`config.mk`:
```
export PLATFORM = sky130hd
export DESIGN_NAME = epv_programmer_flat
export DESIGN_NICKNAME = d
export VERILOG_FILES = /design/src/hdl/epv_pkg.sv /design/src/hdl/epv_link_if.sv /design/src/hdl/epv_programmer.sv /design/src/flat_wrapper.sv
export SDC_FILE = /design/constraint.sdc
export NUM_CORES = 1
export LEC_CHECK = 0
export BUFFER_PORTS_ARGS = -buffer_cell sky130_fd_sc_hd__buf_4
export CELL_PAD_IN_SITES_DETAIL_PLACEMENT = 1
export CELL_PAD_IN_SITES_GLOBAL_PLACEMENT = 2
export CORE_ASPECT_RATIO = 1.1
export CORE_UTILIZATION = 34
export CTS_CLUSTER_SIZE = 28
export DETAILED_ROUTE_END_ITERATION = 12
export GPL_ROUTABILITY_DRIVEN = 0
export HOLD_SLACK_MARGIN = 0.12
export PLACE_DENSITY = 0.81
export SETUP_SLACK_MARGIN = 0.1
export SYNTH_ARGS = -nofsm -noshare
export SYNTH_HDL_FRONTEND = slang
export SYNTH_SLANG_ARGS = --single-unit
```
`constraint.sdc`:
```
create_clock -name i_clk_sys -period 2.2 [get_ports i_clk_sys]
set_input_delay 0.44 -clock i_clk_sys [delete_from_list [all_inputs] [get_ports i_clk_sys]]
set_output_delay 0.44 -clock i_clk_sys [all_outputs]
set_load 0.01 [all_outputs]
```
`src/hdl/epv_pkg.sv`:
```
/*
 Shared constants for the EPROM program and verify port: mode codes, address widths,
 pulse counts and timing counts in crystal clock cycles.
 Assumes both ends run on one system clock; the crystal clock is a pin-rate enable.
*/
// Contract
// - Programmer holds reset high two machine cycles.
// - Programmer drives pulse and voltage pins high first.
// - Ten-bit mode code, LSB first, on reset.
// - Sample while clock high; change while low.
// - Reset stays low after the code.
// - Eleven-bit address over one eight-bit port.
// - Half select high at least 13 clocks.
// - High part latched on select fall, held 2.
// - Low byte stable 13 clocks after applied.
// - High address part retained across operations.
// - Auxiliary port output until voltage applied.
// - Programmer issues 25 pulses, pin ends high.
// - Data port input in program, output verify.
// - Verify data appears 48 clocks after voltage drop.
// - Each byte repeats address, program, verify.
// - Addresses 30H and 31H return identification bytes.
// - 286H program/verify, 280H identification read.
// - Erased array reads all ones.
package epv_pkg;
   localparam int EPV_CODE_BITS = 10;
   localparam logic [9:0] EPV_CODE_USER = 10'h286;
   localparam logic [9:0] EPV_CODE_IDENT = 10'h280;
   localparam int EPV_ADDR_BITS = 11;
   localparam int EPV_HIGH_BITS = 3;
   localparam int EPV_MEM_DEPTH = 2048;
   localparam logic [10:0] EPV_IDENT_ADDR0 = 11'h030;
   localparam logic [10:0] EPV_IDENT_ADDR1 = 11'h031;
   localparam logic [7:0] EPV_IDENT_CODE0 = 8'hA5; // Arbitrary value.
   localparam logic [7:0] EPV_IDENT_CODE1 = 8'h5A; // Arbitrary value.
   localparam logic [7:0] EPV_ERASED = 8'hFF;
   localparam int EPV_PULSES = 25;
   localparam int EPV_RESET_CLKS = 24; // Two machine cycles of twelve clocks.
   localparam int EPV_SELECT_CLKS = 13;
   localparam int EPV_HOLD_CLKS = 2;
   localparam int EPV_STABLE_CLKS = 13;
   localparam int EPV_VERIFY_CLKS = 48;
   localparam int EPV_PULSE_CLKS = 2; // Pulse phase length in crystal periods, kept short.
   localparam int EPV_XTAL_DIV = 17; // System clocks per crystal half period, under 6 MHz.
   localparam int EPV_SYS_NS = 5;
endpackage

```
`src/hdl/epv_link_if.sv`:
```
/*
 Pin set between the device end and the programmer end.
 Assumes a single system clock; the crystal clock pin is a plain level.
*/
`timescale 1ns/1ps
interface epv_link_if;
   logic xtal;
   logic rst_pin;
   logic address_half_select;
   logic [7:0] addr_port;
   logic vpp_high;
   logic vpp_logic;
   logic program_pulse_pin_pin;
   logic [7:0] data_dev;
   logic data_dev_oe;
   logic [7:0] data_prg;
   logic data_prg_oe;
   logic aux_oe;
   modport device(input xtal, rst_pin, address_half_select, addr_port, vpp_high, vpp_logic, program_pulse_pin_pin,
      data_prg, data_prg_oe, output data_dev, data_dev_oe, aux_oe);
   modport programmer(output xtal, rst_pin, address_half_select, addr_port, vpp_high, vpp_logic, program_pulse_pin_pin,
      data_prg, data_prg_oe, input data_dev, data_dev_oe, aux_oe);
endinterface

```
`src/hdl/epv_programmer.sv`:
```
/*
 Programmer end: runs the reset, mode code, address load, pulse train and
 verify sequence for one byte per user command.
 Assumes the device end answers on the same system clock; inputs pass three flops.
*/
`timescale 1ns/1ps
module epv_programmer
   import epv_pkg::*;
(
   input wire logic i_clk_sys,
   input wire logic i_reset_n,
   epv_link_if.programmer link,
   input wire logic i_start,
   input wire logic i_ident,
   input wire logic i_write,
   input wire logic [10:0] i_addr,
   input wire logic [7:0] i_data,
   output logic o_busy,
   output logic o_done,
   output logic [7:0] o_rdata
);
   typedef enum logic [3:0] {
      EPV_P_IDLE = 4'h0, EPV_P_RST = 4'h1, EPV_P_CODE = 4'h2, EPV_P_ADDRESS_HALF_SELECT = 4'h3,
      EPV_P_AHOLD = 4'h4, EPV_P_ALOW = 4'h5, EPV_P_VPP = 4'h6, EPV_P_PULSE = 4'h7,
      EPV_P_VER = 4'h8, EPV_P_DONE = 4'h9
   } epv_pstate_type;

   epv_pstate_type st_reg, st_next;
   logic [6:0] div_reg, div_next;
   logic xt_reg, xt_next;
   logic [7:0] cnt_reg, cnt_next;
   logic [5:0] pc_reg, pc_next;
   logic [9:0] code_reg, code_next;
   logic rst_reg, rst_next, address_half_select_reg, address_half_select_next, vh_reg, vh_next, pg_reg, pg_next;
   logic [7:0] ap_reg, ap_next, rd_reg, rd_next;
   logic busy_reg, busy_next, done_reg, done_next, wr_reg, wr_next, doe_reg, doe_next;
   logic [10:0] a_reg, a_next;
   logic [7:0] d_reg, d_next;
   logic [2:0] s_oe;
   logic [7:0] s1_d, s2_d, s3_d;
   logic fall_tick;

   // Samples the device data port through three stages.
   always_ff @(posedge i_clk_sys or negedge i_reset_n) begin
      if (!i_reset_n) begin
         s_oe <= 3'h0; s1_d <= 8'h00; s2_d <= 8'h00; s3_d <= 8'h00;
      end else begin
         s_oe <= {s_oe[1:0], link.data_dev_oe};
         s1_d <= link.data_dev; s2_d <= s1_d; s3_d <= s2_d;
      end
   end
   assign fall_tick = (div_reg == 7'(EPV_XTAL_DIV - 1)) && xt_reg;

   // Crystal clock divider and the session sequence.
   always_comb begin
      div_next = (div_reg == 7'(EPV_XTAL_DIV - 1)) ? 7'h00 : div_reg + 7'h01;
      xt_next = (div_reg == 7'(EPV_XTAL_DIV - 1)) ? ~xt_reg : xt_reg;
      st_next = st_reg; cnt_next = cnt_reg; pc_next = pc_reg; code_next = code_reg;
      rst_next = rst_reg; address_half_select_next = address_half_select_reg; vh_next = vh_reg; pg_next = pg_reg;
      ap_next = ap_reg; rd_next = rd_reg; busy_next = busy_reg; done_next = 1'b0;
      wr_next = wr_reg; doe_next = doe_reg; a_next = a_reg; d_next = d_reg;
      case (st_reg)
         EPV_P_IDLE: if (i_start) begin
            busy_next = 1'b1; wr_next = i_write; a_next = i_addr; d_next = i_data;
            code_next = i_ident ? EPV_CODE_IDENT : EPV_CODE_USER;
            rst_next = 1'b1; pg_next = 1'b1; vh_next = 1'b0;
            cnt_next = 8'h00; st_next = EPV_P_RST;
         end
         EPV_P_RST: if (fall_tick) begin
            cnt_next = cnt_reg + 8'h01;
            if (cnt_reg == 8'(EPV_RESET_CLKS)) begin
               rst_next = code_reg[0]; code_next = code_reg >> 1;
               cnt_next = 8'h01; st_next = EPV_P_CODE;
            end
         end
         EPV_P_CODE: if (fall_tick) begin
            if (cnt_reg == 8'(EPV_CODE_BITS)) begin
               rst_next = 1'b0;
               address_half_select_next = 1'b1; ap_next = {5'h00, a_reg[10:8]};
               cnt_next = 8'h00; st_next = EPV_P_ADDRESS_HALF_SELECT;
            end else begin
               rst_next = code_reg[0]; code_next = code_reg >> 1;
               cnt_next = cnt_reg + 8'h01;
            end
         end
         EPV_P_ADDRESS_HALF_SELECT: if (fall_tick) begin
            cnt_next = cnt_reg + 8'h01;
            if (cnt_reg == 8'(EPV_SELECT_CLKS)) begin
               address_half_select_next = 1'b0; cnt_next = 8'h00; st_next = EPV_P_AHOLD;
            end
         end
         EPV_P_AHOLD: if (fall_tick) begin
            cnt_next = cnt_reg + 8'h01;
            if (cnt_reg == 8'(EPV_HOLD_CLKS)) begin
               ap_next = a_reg[7:0]; cnt_next = 8'h00; st_next = EPV_P_ALOW;
            end
         end
         EPV_P_ALOW: if (fall_tick) begin
            cnt_next = cnt_reg + 8'h01;
            if (cnt_reg == 8'(EPV_STABLE_CLKS + 2)) begin
               cnt_next = 8'h00; pc_next = 6'h00;
               if (wr_reg) begin
                  vh_next = 1'b1; doe_next = 1'b1; st_next = EPV_P_VPP;
               end else begin
                  st_next = EPV_P_VER;
               end
            end
         end
         EPV_P_VPP: if (fall_tick) begin
            cnt_next = cnt_reg + 8'h01;
            if (cnt_reg == 8'(EPV_PULSE_CLKS)) begin
               cnt_next = 8'h00;
               if (pc_reg == 6'(EPV_PULSES)) begin
                  vh_next = 1'b0; doe_next = 1'b0; st_next = EPV_P_VER;
               end else begin
                  pg_next = 1'b0; st_next = EPV_P_PULSE;
               end
            end
         end
         EPV_P_PULSE: if (fall_tick) begin
            cnt_next = cnt_reg + 8'h01;
            if (cnt_reg == 8'(EPV_PULSE_CLKS)) begin
               pg_next = 1'b1; pc_next = pc_reg + 6'h01; cnt_next = 8'h00;
               st_next = EPV_P_VPP;
            end
         end
         EPV_P_VER: if (fall_tick) begin
            cnt_next = cnt_reg + 8'h01;
            if (cnt_reg == 8'(EPV_VERIFY_CLKS + 4) && s_oe[2]) begin
               rd_next = s3_d; st_next = EPV_P_DONE;
            end
         end
         EPV_P_DONE: begin
            busy_next = 1'b0; done_next = 1'b1; st_next = EPV_P_IDLE;
         end
         default: st_next = EPV_P_IDLE;
      endcase
   end

   // Sequence registers.
   always_ff @(posedge i_clk_sys or negedge i_reset_n) begin
      if (!i_reset_n) begin
         st_reg <= EPV_P_IDLE; div_reg <= 7'h00; xt_reg <= 1'b0; cnt_reg <= 8'h00;
         pc_reg <= 6'h00; code_reg <= 10'h000; rst_reg <= 1'b0; address_half_select_reg <= 1'b0;
         vh_reg <= 1'b0; pg_reg <= 1'b1; ap_reg <= 8'h00; rd_reg <= 8'h00;
         busy_reg <= 1'b0; done_reg <= 1'b0; wr_reg <= 1'b0; doe_reg <= 1'b0;
         a_reg <= 11'h000; d_reg <= 8'h00;
      end else begin
         st_reg <= st_next; div_reg <= div_next; xt_reg <= xt_next; cnt_reg <= cnt_next;
         pc_reg <= pc_next; code_reg <= code_next; rst_reg <= rst_next;
         address_half_select_reg <= address_half_select_next; vh_reg <= vh_next; pg_reg <= pg_next; ap_reg <= ap_next;
         rd_reg <= rd_next; busy_reg <= busy_next; done_reg <= done_next;
         wr_reg <= wr_next; doe_reg <= doe_next; a_reg <= a_next; d_reg <= d_next;
      end
   end

   assign link.xtal = xt_reg;
   assign link.rst_pin = rst_reg;
   assign link.address_half_select = address_half_select_reg;
   assign link.addr_port = ap_reg;
   assign link.vpp_high = vh_reg;
   assign link.vpp_logic = ~vh_reg;
   assign link.program_pulse_pin_pin = pg_reg;
   assign link.data_prg = d_reg;
   assign link.data_prg_oe = doe_reg;
   assign o_busy = busy_reg;
   assign o_done = done_reg;
   assign o_rdata = rd_reg;
endmodule

```
`src/flat_wrapper.sv`:
```
// flat-port wrapper written by rule: the top's interface ports become plain ports
module epv_programmer_flat import epv_pkg::*;
  (i_clk_sys, i_reset_n, i_start, i_ident, i_write, i_addr, i_data, o_busy, o_done, o_rdata, link_xtal, link_rst_pin, link_address_half_select, link_addr_port, link_vpp_high, link_vpp_logic, link_program_pulse_pin_pin, link_data_prg, link_data_prg_oe, link_data_dev, link_data_dev_oe, link_aux_oe);
  epv_link_if link_i ();
  input wire logic i_clk_sys;
  input wire logic i_reset_n;
  input wire logic i_start;
  input wire logic i_ident;
  input wire logic i_write;
  input wire logic [10:0] i_addr;
  input wire logic [7:0] i_data;
  output logic o_busy;
  output logic o_done;
  output logic [7:0] o_rdata;
  output wire logic [$bits(link_i.xtal)-1:0] link_xtal;
  output wire logic [$bits(link_i.rst_pin)-1:0] link_rst_pin;
  output wire logic [$bits(link_i.address_half_select)-1:0] link_address_half_select;
  output wire logic [$bits(link_i.addr_port)-1:0] link_addr_port;
  output wire logic [$bits(link_i.vpp_high)-1:0] link_vpp_high;
  output wire logic [$bits(link_i.vpp_logic)-1:0] link_vpp_logic;
  output wire logic [$bits(link_i.program_pulse_pin_pin)-1:0] link_program_pulse_pin_pin;
  output wire logic [$bits(link_i.data_prg)-1:0] link_data_prg;
  output wire logic [$bits(link_i.data_prg_oe)-1:0] link_data_prg_oe;
  input wire logic [$bits(link_i.data_dev)-1:0] link_data_dev;
  input wire logic [$bits(link_i.data_dev_oe)-1:0] link_data_dev_oe;
  input wire logic [$bits(link_i.aux_oe)-1:0] link_aux_oe;
  assign link_xtal = link_i.xtal;
  assign link_rst_pin = link_i.rst_pin;
  assign link_address_half_select = link_i.address_half_select;
  assign link_addr_port = link_i.addr_port;
  assign link_vpp_high = link_i.vpp_high;
  assign link_vpp_logic = link_i.vpp_logic;
  assign link_program_pulse_pin_pin = link_i.program_pulse_pin_pin;
  assign link_data_prg = link_i.data_prg;
  assign link_data_prg_oe = link_i.data_prg_oe;
  assign link_i.data_dev = link_data_dev;
  assign link_i.data_dev_oe = link_data_dev_oe;
  assign link_i.aux_oe = link_aux_oe;
  epv_programmer u_core (.i_clk_sys(i_clk_sys), .i_reset_n(i_reset_n), .link(link_i), .i_start(i_start), .i_ident(i_ident), .i_write(i_write), .i_addr(i_addr), .i_data(i_data), .o_busy(o_busy), .o_done(o_done), .o_rdata(o_rdata));
endmodule
```
# ---- Word level (Yosys, flattened, before mapping)
# Cells that the tools add are included.
dict set report word_totals {
  register_bits 106
  input_bits 34
  out_inout_bits 33
  word_cells 171
}
dict set report op_classes {
  add_sub_neg 3
  n_eq_ne 39
  n_mux 79
  bitwise_logic 2
  n_reduce_logical 26
}
# op count
set ops {}
lappend ops {{$mux 8} 16}
lappend ops {{$mux 4} 19}
lappend ops {{$pmux 8 s7} 1}
lappend ops {{$mux 10} 5}
lappend ops {{$ne 2x1->1 const B} 19}
lappend ops {{$pmux 4 s9} 1}
lappend ops {{$pmux 10 s3} 1}
lappend ops {{$eq 8x4->1 const B} 3}
lappend ops {{$mux 6} 4}
lappend ops {{$mux 1} 22}
lappend ops {{$reduce_and 5->1} 4}
lappend ops {{$reduce_and 17->1} 1}
lappend ops {{$eq 4x3->1 const B} 4}
lappend ops {{$pmux 8 s2} 1}
lappend ops {{$reduce_and 8->1} 2}
lappend ops {{$reduce_and 7->1} 2}
lappend ops {{$pmux 6 s2} 1}
lappend ops {{$reduce_bool 2->1} 5}
lappend ops {{$pmux 1 s3} 3}
lappend ops {{$reduce_bool 3->1} 3}
lappend ops {{$add 8x1->8 const B} 1}
lappend ops {{$eq 4x2->1 const B} 2}
lappend ops {{$eq 4x4->1 const B} 2}
lappend ops {{$eq 8x2->1 const B} 1}
lappend ops {{19 further kinds} 26}

# ---- Longest topological paths before layout
dict set report depth {
  depth_word 5
  ltp_mapped 9
  mapped_depth_nobuf 7
}

# ---- Worst setup path before layout
# No wires, ideal clock.
dict set report synth_timing {
  path_type {reg-to-reg}
  start {register u_core.cnt_reg[0]}
  end {register u_core.ap_reg[0] (netlist: u_core.link.addr_port[0])}
  setup_time_ps 125
  arrival_time_ps 2184
  required_ps 2075
  slack_ps -109
  stages_incl_launch_ff 8
  n_path_buf 0
  period_less_slack_ps 2309
  cell_sequence {dfrtp_1 -> inv_1 -> ha_1 -> or3b_2 -> nor2_4 -> nand2_2 -> a211oi_4 -> mux2_2}
}
dict set report synth_between {
  elab_chain_cells 3
  elab_cells_between_ends 5
  classes_between {4 x eq/ne; 1 x reduce/logical}
}
# element line_no
set synth_rtl {}
lappend synth_rtl {{from (decl)} epv_programmer.sv:31} ;# logic [7:0] cnt_reg, cnt_next;
lappend synth_rtl {{from (signal assigned)} epv_programmer.sv:149} ;# st_reg <= st_next; div_reg <= div_next; xt_reg <= xt_next; cnt_reg <= cnt_next;
lappend synth_rtl {{$eq 8x2->1 or $eq 8x4->1 (tied branches)} {epv_programmer.sv:94, epv_programmer.sv:77}}
lappend synth_rtl {{$ne 2x1->1 (no line)} -}
lappend synth_rtl {{$reduce_and 5->1 (no line) (*)} -}
lappend synth_rtl {{to (signal assigned)} epv_programmer.sv:151} ;# address_half_select_reg <= address_half_select_next; vh_reg <= vh_next; pg_reg <= pg_next; ap_reg <= ap_next;
lappend synth_rtl {{to (decl)} epv_programmer.sv:35} ;# logic [7:0] ap_reg, ap_next, rd_reg, rd_next;
# Mark *: on every way between the ends. The rest lies on a longest branch, timed or not.
# A chain may end at the register's enable or synchronous reset.

# ---- Worst setup path after layout
dict set report layout_timing {
  start {register u_core.div_reg[2]}
  end {register u_core.pg_reg (netlist: u_core.link.program_pulse_pin_pin)}
}
dict set report layout_between {
  elab_chain_cells 4
  elab_cells_between_ends 5
  classes_between {3 x eq/ne; 2 x reduce/logical}
}
# element line_no
set layout_rtl {}
lappend layout_rtl {{from (decl)} epv_programmer.sv:29} ;# logic [6:0] div_reg, div_next;
lappend layout_rtl {{from (signal assigned)} epv_programmer.sv:149}
lappend layout_rtl {{$eq 7x5->1 (*)} epv_programmer.sv:52} ;# assign fall_tick = (div_reg == 7'(EPV_XTAL_DIV - 1)) && xt_reg;
lappend layout_rtl {{$logic_and 1x1->1 (*)} epv_programmer.sv:52}
lappend layout_rtl {{$ne 2x1->1 (no line)} -}
lappend layout_rtl {{$reduce_and 7->1 (no line) (*)} -}
lappend layout_rtl {{to (signal assigned)} epv_programmer.sv:151}
lappend layout_rtl {{to (decl)} epv_programmer.sv:34} ;# logic rst_reg, rst_next, address_half_select_reg, address_half_select_next, vh_reg, vh_next, pg_reg, pg_next;
# Marks and branches as above.

==> results.py <==
metrics = {
    "yosys": {
        "seq_area_frac_synth_pct": 54.5,
        "netlist_top_cells_area": "dfrtp_1 54%, mux2_2 9.0%, mux2i_1 3.1%, nand2_1 2.2%, ha_1 2.1%",
        "ys.flop_type": "dfrtp_1",
        "synth_top_cell_area_share_pct": 53.9,
        "syn_area_um2": 4870,
        "synth-async-reset-ratio_pct": 100,
        "synthTopCellsByCount": "105 x dfrtp_1, 39 x mux2_2, 28 x nand2_1",
        "syn_area_per_cell_um2": 11.7,
        "yosysUniqueCellTypes": 70,
        "syn_inst": 417,
        "yosysWarnings": 0,
        "syn-num-nets": 459,
        "synth_seq_cells": 106,
        "synth-edff-count": 0,
        "synthMostInstantiatedCell": "dfrtp_1",
        "synth_top_area_cell": "dfrtp_1",
    },
    "place": {
        "hpwl_um": 8840,
        "io_buffers": 65,
        "dp.cells": 706,
        "pre_cts_ws_ns": -0.0885,
    },
    "timing": {
        "fin_crit_ns": 2.17,
        "finClkSkew_ns": 0.00903,
        "setup_viol": 0,
        "worst_slack_ns": 0.0291,
        "worstMarginPinSlew_ns": 0.674,
        "relSlewSlack_pct": 54.8,
        "drv_slew": 0,
        "finalSetupTns_ns": 0,
        "period_share_pct": 98.7,
        "rsz0062_at_grt": "true",
        "clock.fmax_mhz": 461,
        "hold_viol_final": 0,
    },
    "routing": {
        "detail-route-antenna-nets": 0,
        "drt_iter0_drc": 144,
        "via_count": 3824,
        "wl_per_cell_um": 17.9,
        "dr.pass1.iters": 4,
        "vias_per_cell": 5.11,
        "wl_um": 13400,
        "drc": 0,
    },
    "critical_path": {
        "cp_max_fo": 4,
        "cp-end-kind": "flop",
        "slowest_stage": "or3b_4",
        "cp.arrival_ns": 2.45,
        "crit_top_cell": "o41ai_2",
        "critical_path.max_stage_delay_ns": 0.40,
        "crit_path_start": "u_core.div_reg[2]",
        "reg2reg_from": "u_core.div_reg[2]",
        "cp-start-kind": "flop",
        "path_class": "flop to flop",
        "required_ns": 2.47,
        "path_cells": "or3b_4 -> or2_4 -> buf_6 -> a221o_1 -> o41ai_2 -> o41ai_2",
    },
    "clock_network": {
        "cts_tree": "built",
        "insertion_delay_ns": 0.35,
        "cts_made_buffers": 9,
        "cts.sinks": 106,
        "h-tree-depth": 3,
        "clk_pin_slew_ns": 0.08,
        "clockRootBuffer": "clkbuf_16",
        "cts_buffer_depth": 2,
        "cts_hold_buffers": 0,
    },
    "run_status": {
        "outcome": "complete, no violations",
    },
    "cells_and_area": {
        "syn2layout_area_growth_pct": 40.8,
        "largest_reg_flops": 11,
        "multi_input_area_um2": 2410,
        "seq_area_um2": 2660,
        "fill_cells": 1498,
        "diodes": 0,
        "layout-drive-gt1-share_pct": 48.3,
        "stdcell_count": 749,
        "final_core_util_pct": 49.3,
        "nets": 598,
    },
    "flow_run": {
        "cap_violations": 0,
    },
    "power": {
        "power_density_nw_per_um2": 1170,
        "switching_share_pct": 37.8,
        "power_leakage_uw": 0.00309,
        "p_switching_uw": 3040,
        "power_uw": 8050,
        "p_seq_share_pct": 33.3,
        "ir_drop_uv": 578,
        "p_comb_share_pct": 47.1,
        "pwr-share-clk_pct": 19.6,
        "internal_power_uw": 5000,
    },
    "die": {
        "die_area_um2": 14800,
        "core_um2": 13900,
        "die_h_um": 128,
        "chipWidth_um": 116,
        "io_pins": 67,
        "row_count": 45,
        "start_util_pct": 35.0,
    },
    "grt": {
        "grt_pass1_vias": 4206,
        "grt.total_usage_pct": 18.5,
        "overflow": 0,
        "antenna_found_initial": 0,
        "grt_max_degree": 107,
        "grt_pass1_wl_um": 21200,
    },
    "min_path": {
        "hold_path_class": "input pin to async pin",
    },
}
-- per-layer routing --
layer	track usage, %	wire length (um)	vias up
met2	31.0	6960	80
met5	0	0	-
li1	-	-	1751
met4	6.86	235	0
met3	4.08	530	20
met1	23.1	5650	1973
-- worst paths after layout --
path | to | slack, ns | cells after the start
max | u_core.link.program_pulse_pin_pin | 0.03 | 6
min | u_core.s_oe[0] | 0.14 | 2
max reg2reg | u_core.link.program_pulse_pin_pin | 0.03 | 6
min reg2reg | u_core.s3_d[3] | 0.35 | 0
max in group asynchronous | u_core.st_reg[0] | 1.58 | 2
min in group i_clk_sys | u_core.s_oe[0] | 0.19 | 1
-- placed cells by master (no fill, tap or decap), types with 4 or more instances in the layout --
master	netlist	final
and3_1	5	4
a221o_1	5	5
nand2b_1	8	8
clkbuf_16	0	9
buf_4	1	136
a2111oi_4	0	5
nand4_1	4	4
dfrtp_1	105	101
dfrtp_2	0	4
a21o_1	5	5
nand3_1	10	9
nor2_1	21	16
inv_1	23	22
mux2i_1	15	15
nor2_4	1	4
nor3_1	8	4
mux2_2	39	27
buf_6	3	9
o21ai_1	0	4
xor2_1	4	4
o21ai_2	0	5
nor2b_1	7	7
mux2_4	0	12
ha_1	8	6
o21ai_0	17	8
nand2_1	28	27
a21oi_1	17	13
-- power by group through the flow --
stage          clock [uW]  sequential, uW  combinational [uW]
4_1_cts              1620            2670                3300
2_1_floorplan           0            2650                1890
5_1_grt              1700            2740                4090
3_5_place_dp            0            2710                3110
6_report             1580            2680                3790
3_3_place_gp            0            2670                3010
-- worst max-delay path: cells and delay by family, from the launching register on --
| kind | cells | cell delay (ns) |
|---|---|---|
| AO/OA/AOI/OAI | 3 | 0.89 |
| AND/OR/NAND/NOR | 2 | 0.68 |
| buffers and inverters | 1 | 0.14 |
| flip-flops | 1 | 0.38 |
-- kinds of logic after synthesis --
family                     Yosys count  share of synthesized area, %
and+or+nand+nor                    124                          14.9
adders and majority gates            8                          2.05
DFF                                106                          54.5
AOI/OAI and AO/OA                   76                          11.3
muxes                               54                          12.1
xor gates and xnor gates             6                          1.08
buffers and inverters               43                          4.03
-- area by class of cell --
type	instances	area share, %
sequential	106	38.7
multi-input combinational	268	35.2
timing repair buffer	148	17.2
tap	188	3.43
clock buffer	10	3.34
inverter	23	1.26
clock inverter	6	0.802
-- repair_timing --
item | 4_1_cts | 5_1_grt
setup buffers | 17 | 10
endpoints found under the setup margin | 41 | 45
pin swaps | 10 | 18
resized for setup | 30 | 64
-- per-stage QoR --
step	hold WS, ns	instance area, um^2
after floorplan	0.144	4910
after global placement	0.332	5980
after detailed placement	0.336	5980
after CTS	0.174	6480
after global routing	0.174	6860
final	0.140	6860
Note: power is estimated with default switching activity, not from simulation.
